--- src/core/timer1_pkg.sv ---
// Constants shared by the 10-bit timer, PWM and buzzer block.
package timer1_pkg;
  // Bus geometry
  localparam int unsigned ADDR_W = 6;
  localparam int unsigned DATA_W = 32;
  localparam int unsigned CNT_W = 10;
  localparam int unsigned PS_W = 8;
  // Register indices; byte address is four times the index
  localparam logic [2:0] IDX_COUNT_LOW = 3'h0;
  localparam logic [2:0] IDX_CTRL_ONE = 3'h1;
  localparam logic [2:0] IDX_CTRL_TWO = 3'h2;
  localparam logic [2:0] IDX_DUTY_LOW = 3'h3;
  localparam logic [2:0] IDX_PRESC_VAL = 3'h4;
  localparam logic [2:0] IDX_BUZZER = 3'h5;
  localparam logic [2:0] IDX_SHARED_HIGH = 3'h6;
  localparam logic [2:0] IDX_MISC = 3'h7;
  // Field positions of timer_control_one
  localparam int unsigned C1_ENABLE = 0;
  localparam int unsigned C1_RELOAD = 1;
  localparam int unsigned C1_ONE_SHOT = 2;
  localparam int unsigned C1_UF_OE = 5;
  localparam int unsigned C1_POLARITY = 6;
  localparam int unsigned C1_PWM_OE = 7;
  // Field positions of timer_control_two
  localparam int unsigned C2_SEL_LSB = 0;
  localparam int unsigned C2_SEL_MSB = 2;
  localparam int unsigned C2_PS_DIS_N = 3;
  localparam int unsigned C2_EDGE = 4;
  localparam int unsigned C2_SOURCE = 5;
  // Field positions of buzzer_control, shared_high_bits and misc
  localparam int unsigned BZ_ENABLE = 7;
  localparam int unsigned BZ_SEL_MSB = 3;
  localparam int unsigned HI_RELOAD_LSB = 4;
  localparam int unsigned HI_RELOAD_MSB = 5;
  localparam int unsigned HI_DUTY_LSB = 0;
  localparam int unsigned HI_DUTY_MSB = 1;
  localparam int unsigned MISC_FORCE = 0;
  localparam int unsigned MISC_FLAG = 1;
  // Reset values and read masks
  localparam logic [7:0] CTRL_ONE_RST = 8'h00;
  localparam logic [5:0] CTRL_TWO_RST = 6'h3f;
  localparam logic [7:0] BUZZER_RST = 8'h0f;
  localparam logic [7:0] PRESC_RST = 8'hff;
  localparam logic [7:0] HIGH_RST = 8'h00;
  localparam logic [7:0] BYTE_ZERO = 8'h00;
  localparam logic [7:0] CTRL_ONE_MASK = 8'he7;
  localparam logic [7:0] BUZZER_MASK = 8'h8f;
  localparam logic [9:0] COUNT_RST = 10'h000;
  localparam logic [9:0] COUNT_MAX = 10'h3ff;
  localparam logic [9:0] COUNT_ONE = 10'h001;
  localparam logic [8:0] PS_UNIT = 9'h001;
endpackage : timer1_pkg

--- src/core/timer1_pwm_buzzer.sv ---
// Timer with prescaler, PWM, underflow toggle and buzzer behind an Avalon-MM slave.
//
// Local design decision: register access over Avalon-MM.
`timescale 1ns/100ps
`default_nettype none

// Behaviour
// [RL1] Count register read returns live count
// [RL2] Count write loads high bits plus byte
// [RL3] Free-run without reload restarts at 0x3ff
// [RL4] Free-run with reload restarts at reload
// [RL5] One-shot counts to zero then halts
// [RL6] Polarity bit set makes PWM active low
// [RL7] PWM enable drives PB3 and PB4
// [RL8] Underflow toggle drives PB4 when enabled
// [RL9] Prescaler select divides 1:2 to 1:256
// [RL10] Software changes select only while bypassed
// [RL11] Bypass prescaler when high oscillator clocks; the code bypasses only on C2_PS_DIS_N, and the force does not bypass
// [RL12] Edge bit picks falling or rising edge
// [RL13] Source bit picks pin or internal clock
// [RL14] PWM period reload, duty high plus byte
// [RL15] Prescaler value register reads live count
// [RL16] Buzzer codes 0-7 give prescaler divisions
// [RL17] Buzzer codes 8-15 route timer bits
// [RL18] High oscillator force overrides source bit
// [RL19] Counter only moves while timer enabled
// [RL20] Each underflow raises a sticky flag
module timer1_pwm_buzzer
  import timer1_pkg::*;
(
  // Clock and reset
  input wire logic clk_sys_i,
  input wire logic reset_n_i,
  // Avalon-MM slave
  input wire logic [ADDR_W-1:0] address_i,
  input wire logic read_i,
  input wire logic write_i,
  input wire logic [DATA_W-1:0] writedata_i,
  input wire logic [3:0] byteenable_i,
  output logic [DATA_W-1:0] readdata_o,
  output logic waitrequest_o,
  // Clock sources: ticks from the system clock domain, plus the raw external pin
  input wire logic instr_tick_i,
  input wire logic hosc_tick_i,
  input wire logic external_clock_pin_i,
  // Pins
  output logic pb3_out_o,
  output logic pb3_drive_n_o,
  output logic pb4_out_o,
  output logic pb4_drive_n_o,
  output logic buzzer_output_o,
  // Event
  output logic underflow_pulse_o
);

  // Bus handshake state
  logic ack_r; // High in the accept cycle
  logic req; // Any request present
  logic mapped; // Address falls inside the map
  logic [2:0] idx; // Register index
  logic wr_acc; // Write takes effect this edge
  logic rd_load; // Read data captured this edge
  logic [7:0] rd_byte; // Selected read byte
  logic [DATA_W-1:0] readdata_r;

  // Register file
  logic [CNT_W-1:0] count_r, count_nxt;
  logic [7:0] reload_low_r;
  logic [7:0] ctrl_one_r;
  logic [5:0] ctrl_two_r;
  logic [7:0] duty_low_r;
  logic [7:0] buzzer_r;
  logic [7:0] high_r;
  logic force_r; // Shared high-oscillator force
  logic flag_r, flag_nxt; // Sticky underflow event

  // Write strobes per register
  logic wr_count, wr_ctrl_one, wr_ctrl_two, wr_duty, wr_buzzer, wr_high, wr_misc;

  // Clock source path
  logic ext_meta_r, ext_sync_r, ext_prev_r;
  logic ext_rise, ext_fall, ext_tick, int_tick, use_ext, src_tick;

  // Prescaler
  logic [PS_W-1:0] ps_cnt_r;
  logic [8:0] ps_span;
  logic [PS_W-1:0] ps_mask;
  logic ps_bypass, ps_tick, timer_tick;

  // Timer core
  logic [CNT_W-1:0] reload_val, duty_val, load_val;
  logic step, underflow, cnt_zero, halted_r, halted_nxt;
  logic toggle_r;

  // Outputs
  logic pwm_raw, pwm_level;
  logic pb3_r, pb4_r, buzz_r, buzz_tap, uf_pulse_r;

  // Decode of the Avalon request; upper address bit means unmapped
  assign req = read_i | write_i;
  assign mapped = ~address_i[ADDR_W-1];
  assign idx = address_i[4:2];
  assign waitrequest_o = req & ~ack_r;
  assign rd_load = read_i & ~ack_r;
  assign wr_acc = write_i & ack_r & byteenable_i[0] & mapped;
  assign wr_count = wr_acc & (idx == IDX_COUNT_LOW);
  assign wr_ctrl_one = wr_acc & (idx == IDX_CTRL_ONE);
  assign wr_ctrl_two = wr_acc & (idx == IDX_CTRL_TWO);
  assign wr_duty = wr_acc & (idx == IDX_DUTY_LOW);
  assign wr_buzzer = wr_acc & (idx == IDX_BUZZER);
  assign wr_high = wr_acc & (idx == IDX_SHARED_HIGH);
  assign wr_misc = wr_acc & (idx == IDX_MISC);

  // One wait state on every access: data is ready at the accept edge
  always_ff @(posedge clk_sys_i) begin
    if (!reset_n_i) begin
      ack_r <= 1'b0;
    end else begin
      ack_r <= req & ~ack_r;
    end
  end

  // Read mux; duty register is write-only and reads zero
  always_comb begin
    rd_byte = BYTE_ZERO;
    if (mapped) begin
      unique case (idx)
        // [RL1] live count low byte
        IDX_COUNT_LOW: rd_byte = count_r[7:0];
        IDX_CTRL_ONE: rd_byte = ctrl_one_r & CTRL_ONE_MASK;
        IDX_CTRL_TWO: rd_byte = {2'h0, ctrl_two_r};
        IDX_DUTY_LOW: rd_byte = BYTE_ZERO;
        // [RL15] prescaler count readback
        IDX_PRESC_VAL: rd_byte = ps_cnt_r;
        IDX_BUZZER: rd_byte = buzzer_r & BUZZER_MASK;
        IDX_SHARED_HIGH: rd_byte = high_r;
        IDX_MISC: rd_byte = {6'h00, flag_r, force_r};
      endcase
    end
  end

  // Read data captured in the wait cycle and held until the next read
  always_ff @(posedge clk_sys_i) begin
    if (!reset_n_i) begin
      readdata_r <= '0;
    end else if (rd_load) begin
      readdata_r <= {24'h000000, rd_byte};
    end
  end
  assign readdata_o = readdata_r;

  // Configuration registers
  always_ff @(posedge clk_sys_i) begin
    if (!reset_n_i) begin
      ctrl_one_r <= CTRL_ONE_RST;
      ctrl_two_r <= CTRL_TWO_RST;
      duty_low_r <= BYTE_ZERO;
      buzzer_r <= BUZZER_RST;
      high_r <= HIGH_RST;
      force_r <= 1'b0;
      reload_low_r <= BYTE_ZERO;
    end else begin
      if (wr_ctrl_one) ctrl_one_r <= writedata_i[7:0];
      if (wr_ctrl_two) ctrl_two_r <= writedata_i[5:0];
      if (wr_duty) duty_low_r <= writedata_i[7:0];
      if (wr_buzzer) buzzer_r <= writedata_i[7:0];
      if (wr_high) high_r <= writedata_i[7:0];
      if (wr_misc) force_r <= writedata_i[MISC_FORCE];
      if (wr_count) reload_low_r <= writedata_i[7:0];
    end
  end

  // External pin synchroniser; only the second and third stages are examined
  always_ff @(posedge clk_sys_i) begin
    if (!reset_n_i) begin
      ext_meta_r <= 1'b0;
      ext_sync_r <= 1'b0;
      ext_prev_r <= 1'b0;
    end else begin
      ext_meta_r <= external_clock_pin_i;
      ext_sync_r <= ext_meta_r;
      ext_prev_r <= ext_sync_r;
    end
  end

  // [RL12] edge polarity of the pin
  assign ext_rise = ext_sync_r & ~ext_prev_r;
  assign ext_fall = ~ext_sync_r & ext_prev_r;
  assign ext_tick = ctrl_two_r[C2_EDGE] ? ext_fall : ext_rise;
  // [RL18] force overrides source bit
  assign int_tick = force_r ? hosc_tick_i : instr_tick_i;
  // [RL13] pin or internal source
  assign use_ext = ctrl_two_r[C2_SOURCE] & ~force_r;
  assign src_tick = use_ext ? ext_tick : int_tick;

  // [RL9] tap mask sets division 2^(sel+1)
  // Shift is widened by one bit so that select 7 reaches 2^8 instead of wrapping to 2^0
  assign ps_span = PS_UNIT << ({1'b0, ctrl_two_r[C2_SEL_MSB:C2_SEL_LSB]} + 4'h1);
  assign ps_mask = PS_W'(ps_span - PS_UNIT);
  assign ps_bypass = ctrl_two_r[C2_PS_DIS_N];
  assign ps_tick = src_tick & ~ps_bypass & ((ps_cnt_r & ps_mask) == BYTE_ZERO);
  assign timer_tick = ps_bypass ? src_tick : ps_tick;

  // Prescaler counts down on source ticks; it freezes while bypassed
  always_ff @(posedge clk_sys_i) begin
    if (!reset_n_i) begin
      ps_cnt_r <= PRESC_RST;
    end else if (src_tick & ~ps_bypass) begin
      ps_cnt_r <= ps_cnt_r - 8'h01;
    end
  end

  // Reload and duty values assembled from the shared high register
  assign reload_val = {high_r[HI_RELOAD_MSB:HI_RELOAD_LSB], reload_low_r};
  assign duty_val = {high_r[HI_DUTY_MSB:HI_DUTY_LSB], duty_low_r};
  assign load_val = {high_r[HI_RELOAD_MSB:HI_RELOAD_LSB], writedata_i[7:0]};
  assign cnt_zero = (count_r == COUNT_RST);
  // [RL19] movement gated by enable bit
  assign step = timer_tick & ctrl_one_r[C1_ENABLE] & ~halted_r;
  assign underflow = step & cnt_zero;

  // Next count; a bus load beats a simultaneous tick
  always_comb begin
    count_nxt = count_r;
    if (wr_count) begin
      // [RL2] load from high bits and byte
      count_nxt = load_val;
    end else if (underflow) begin
      if (ctrl_one_r[C1_ONE_SHOT]) begin
        // [RL5] one-shot stays at zero
        count_nxt = COUNT_RST;
      end else if (ctrl_one_r[C1_RELOAD]) begin
        // [RL4] restart from reload value
        count_nxt = reload_val;
      end else begin
        // [RL3] restart from full count
        count_nxt = COUNT_MAX;
      end
    end else if (step) begin
      count_nxt = count_r - COUNT_ONE;
    end
  end

  // Halt latch of one-shot mode; a new load or leaving one-shot rearms
  assign halted_nxt = (wr_count | ~ctrl_one_r[C1_ONE_SHOT]) ? 1'b0 : (halted_r | underflow);

  // [RL20] set wins over software clear
  assign flag_nxt = underflow | (flag_r & ~(wr_misc & writedata_i[MISC_FLAG]));

  // Counter, halt, toggle and flag state
  always_ff @(posedge clk_sys_i) begin
    if (!reset_n_i) begin
      count_r <= COUNT_RST;
      halted_r <= 1'b0;
      toggle_r <= 1'b0;
      flag_r <= 1'b0;
      uf_pulse_r <= 1'b0;
    end else begin
      count_r <= count_nxt;
      halted_r <= halted_nxt;
      // [RL8] invert on each underflow
      toggle_r <= toggle_r ^ underflow;
      flag_r <= flag_nxt;
      uf_pulse_r <= underflow;
    end
  end

  // [RL14] active while count is below duty within the reload frame
  assign pwm_raw = (count_r < duty_val);
  // [RL6] polarity inversion
  assign pwm_level = pwm_raw ^ ctrl_one_r[C1_POLARITY];

  // [RL16] prescaler tap, [RL17] timer bit tap
  assign buzz_tap = buzzer_r[BZ_SEL_MSB] ? count_r[buzzer_r[2:0]] : ps_cnt_r[buzzer_r[2:0]];

  // Pin and buzzer data registers; PWM takes PB4 ahead of the toggle
  always_ff @(posedge clk_sys_i) begin
    if (!reset_n_i) begin
      pb3_r <= 1'b0;
      pb4_r <= 1'b0;
      buzz_r <= 1'b0;
    end else begin
      pb3_r <= pwm_level;
      // [RL7] PWM owns PB4 when enabled
      pb4_r <= ctrl_one_r[C1_PWM_OE] ? pwm_level : toggle_r;
      // [RL16] silent while disabled
      buzz_r <= buzzer_r[BZ_ENABLE] & buzz_tap;
    end
  end

  // [RL7] pin ownership, enables low while driving
  assign pb3_drive_n_o = ~ctrl_one_r[C1_PWM_OE];
  // [RL8] PB4 taken by toggle or PWM
  assign pb4_drive_n_o = ~(ctrl_one_r[C1_PWM_OE] | ctrl_one_r[C1_UF_OE]);
  assign pb3_out_o = pb3_r;
  assign pb4_out_o = pb4_r;
  assign buzzer_output_o = buzz_r;
  assign underflow_pulse_o = uf_pulse_r;
endmodule // timer1_pwm_buzzer

`default_nettype wire

--- config.mk ---
export PLATFORM = sky130hd
export DESIGN_NAME = timer1_pwm_buzzer
export DESIGN_NICKNAME = d
export VERILOG_FILES = /design/src/core/timer1_pkg.sv /design/src/core/timer1_pwm_buzzer.sv
export SDC_FILE = /design/constraint.sdc
export NUM_CORES = 1
export LEC_CHECK = 0
export ABC_AREA = 1
export ABC_CLOCK_PERIOD_IN_PS = 2000
export BUFFER_PORTS_ARGS = -buffer_cell sky130_fd_sc_hd__buf_4
export CAP_MARGIN = 40
export CORE_ASPECT_RATIO = 0.75
export CORE_UTILIZATION = 50
export DETAILED_ROUTE_END_ITERATION = 7
export PLACE_DENSITY = 0.78
export SYNTH_ARGS = -nofsm -noshare
export SYNTH_HDL_FRONTEND = slang
export SYNTH_SLANG_ARGS = --single-unit
--- constraint.sdc ---
create_clock -name clk_sys_i -period 2 [get_ports clk_sys_i]
set_clock_uncertainty 0.1 [all_clocks]
set_input_delay 0.2 -clock clk_sys_i [delete_from_list [all_inputs] [get_ports clk_sys_i]]
set_output_delay 0.2 -clock clk_sys_i [all_outputs]
set_load 0.05 [all_outputs]
==> key figures <==
Cells and area
  – Commonest non-fill, non-tap cell in the layout: nand2_1
  – Final Instance Area: 5405 um2
  – Antenna cells: 0
  – Final core occ: 63.66%
  – Most frequent cells in the layout: 107 x nand2_1, 81 x inv_1, 76 x dfxtp_1
  – Fill cells: 747
  – Layout overhead on the synthesized area: 22.59%
  – Ratio of cells with drive above 1 in the final layout: 20.40%
  – Nets: 752

Timing
  – Fin crit period: 2067 ps
  – Rel. slew slack: 62.41%
  – Final hold violation count: 0
  – Max-slew violations: 0
  – TNS Setup: -447.4 ps
  – Measured slew at the worst slew-check pin: 561.8 ps
  – Max Freq: 483.8 MHz
  – Setup ws final: -67.11 ps
  – Setup-failing EPs final: 10
  – RSZ-0062 raised after global routing: yes
  – Tcrit/Tclk final: 103.4%

Detailed routing
  – Iter 0 DRT Violations: 531
  – Drt wl/cell: 16.52 um
  – Avg Vias per Cell: 5.608
  – Vias: 4509
  – Residual DRC: 0
  – Final ANT Viol Nets: 0
  – Total Wirelength: 13290 um
  – Pre-antenna DRT Iters: 5

Critical path
  – Delay of the slowest cell on the worst path: 350 ps
  – Worst-path fanout max: 6
  – Startpoint types: register
  – Worst R2R End: count_r[1]
  – Crit path arrival time: 2190 ps
  – Reg2reg path depth: 14
  – WP data required: 2120 ps
  – Launch point of the worst reg-to-reg path: ctrl_two_r[2]
  – R2r setup slk: -70 ps
  – Crit path capture type: register
  – Setup CP Type: reg -> reg
  – Slowest-stage cell, CP: dfxtp_4
  – Critical Path, Cell by Cell: inv_4 > nand3_4 > ha_4 > inv_2 > a21oi_2 > nand2_2 > nor2_4 > nand2_2 > o21ai_4 > buf_12 > buf_4 > nand4_1 > nand2_1 > a21oi_2

Clocking
  – Clock Root Buffer: clkbuf_16
  – CTS Sinks: 79
  – CTS Buf Count: 9
  – Clk_lat worst skew: 350 ps
  – CTS clk-pin slew, worst paths: 60 ps
  – Clock Tree Buf Depth: 2
  – H-tree depth: 3
  – CTS tree: built

Synth
  – Post-Synthesis Cells: 625
  – Synth top area share: 35.87%
  – Mapped Area: 4409 um2
  – Area leader, netlist: dfxtp_1
  – Seq/Total Area, Yosys: 35.87%
  – Largest cells by area after synthesis: dfxtp_1 36%, nand2_1 9.2%, inv_1 7.2%, a21oi_1 6.4%, nor2_1 5.1%
  – Yosys reg bits: 79
  – Synth warn: 0
  – Mean cell area of the mapped netlist: 7.055 um2
  – Post-synthesis cell type count: 40

Global routing
  – Grt ovf: 0
  – First-pass GRT wire length: 21090 um
  – Global Route Usage Sum: 29.63%
  – Number of global-route vias before repair: 4094
  – Largest net degree at the start of global routing: 46
  – Initial antenna violation count: 0

Run status
  – Status: complete, but fails checks
  – Failing checks: setup timing

Pwr
  – Worst VDD drop: 686.0 uV
  – LEAKAGE: 2.442 nW
  – Pwr dens: 686.4 nW/um2
  – Total power: 3.710 mW

Hold path
  – Hold path start: writedata_i[5]
  – Worst hold endpoint: ctrl_two_r[5]
  – Worst Hold Path Cells: 3
  – HP Class: in -> reg

Floorplanning
  – Core area: 8491 um2
  – Boundary Pins: 88
  – Die Width: 110.4 um
  – Initial core utilization: 51.93%
  – Die footprint: 9202 um2
  – # rows: 29
  – Die Ht: 83.33 um

Placement
  – DP HPWL: 9397 um
  – Port buffer count: 34
  – Routability cong.: 0.9572
  – DP Area: 4897 um2
  – Pre-CTS WS: -175.3 ps

Run
  – Max-cap viol count: 0
-- logic make-up (layout without fill, tap and decap cells) --
kind of cell,Yosys count,in the layout,synth area share (%)
flops,79,79,35.87
xor+xnor,10,10,1.987
other cells,2,25,0.1703
buf+inv,130,176,13.14
compound gates,150,150,20.43
simple gates,242,244,25.00
fa+ha+maj,12,12,3.405
-- synth_stat cells (all sizes together) --
cell and n:
a211oi 2, a21boi 1, a21oi 63, a22oi 1
and3 1, buf 25, clkbuf 13, clkinv 4
conb 2, dfxtp 79, ha 12, inv 88
nand2 113, nand3 41, nand3b 1, nand4 8
nor2 64, nor3 12, nor4 2, o2111ai 5
o211ai 16, o21a 1, o21ai 47, o221ai 8
o22ai 4, o31a 1, o31ai 1, xnor2 2
xor2 8
-- sequential cells by signal (all words and copies together) (netlist names), 5 cells and up --
register	flops
reload_low_r	8
ctrl_one_r	6
high_r	8
ctrl_two_r	6
readdata_o	8
duty_low_r	8
buzzer_r	5
count_r	10
ps_cnt_r	8
-- timing repair --
item	in CTS	in global routing
endpoints found under the setup margin	14	27
resized for setup	13	18
hold buffers	1	0
buffers inserted	1	1
pin swaps	14	17
cloned	2	0
endpoints found under the hold margin	1	0
-- stage by stage --
stage,cells,hold WS [ps]
global placement,783,281.2
finish,804,46.75
detailed placement,783,288.6
floorplan,648,197.6
global route,804,55.72
CTS,803,36.90
-- per-layer routing --
metal	global-route usage, %	up-vias	wire length, um
met5	0	-	0
met2	41.61	262	5551
li1	-	2175	-
met1	40.64	2042	5573
met4	12.48	0	376
met3	10.80	30	1785
-- area by class of cell --
type	count	area, um2	area share [%]
Clock buffer	12	267.8	4.954
Clock inverter	4	51.30	0.9491
Inverter	92	347.8	6.435
Multi-Input combinational cell	441	2490	46.06
Sequential cell	79	1588	29.37
Tap cell	108	135.1	2.500
Timing Repair Buffer	68	525.5	9.722
-- report_power, final --
part | internal (mW) | leakage, nW | total [mW] | switching [mW]
Combinational | 0.0915 | 1.65 | 0.375 | 0.284
Sequential | 1.59 | 0.638 | 1.60 | 0.00853
Clock | 1.08 | 0.154 | 1.74 | 0.663
-- worst max-delay path by stage --
stage / start / end / slack [ps] / depth (start not counted)
after floorplan: ctrl_two_r[1] / count_r[0] / 0.7 / 13
after global placement: ctrl_two_r[2] / count_r[0] / -90 / 13
after detailed placement: ctrl_two_r[2] / count_r[1] / -180 / 13
after CTS: ctrl_two_r[2] / count_r[1] / -80 / 14
after global routing: ctrl_two_r[2] / count_r[8] / -170 / 14
final: ctrl_two_r[2] / count_r[1] / -70 / 14
-- critical path, delay by kind of cell, from the launching register on --
family | cells | cell delay, ps
compound gates | 3 | 330
buf+inv | 4 | 380
simple gates | 6 | 500
fa+ha+maj | 1 | 270
flops | 1 | 350
No activity file was read; power rests on OpenSTA's default activity.
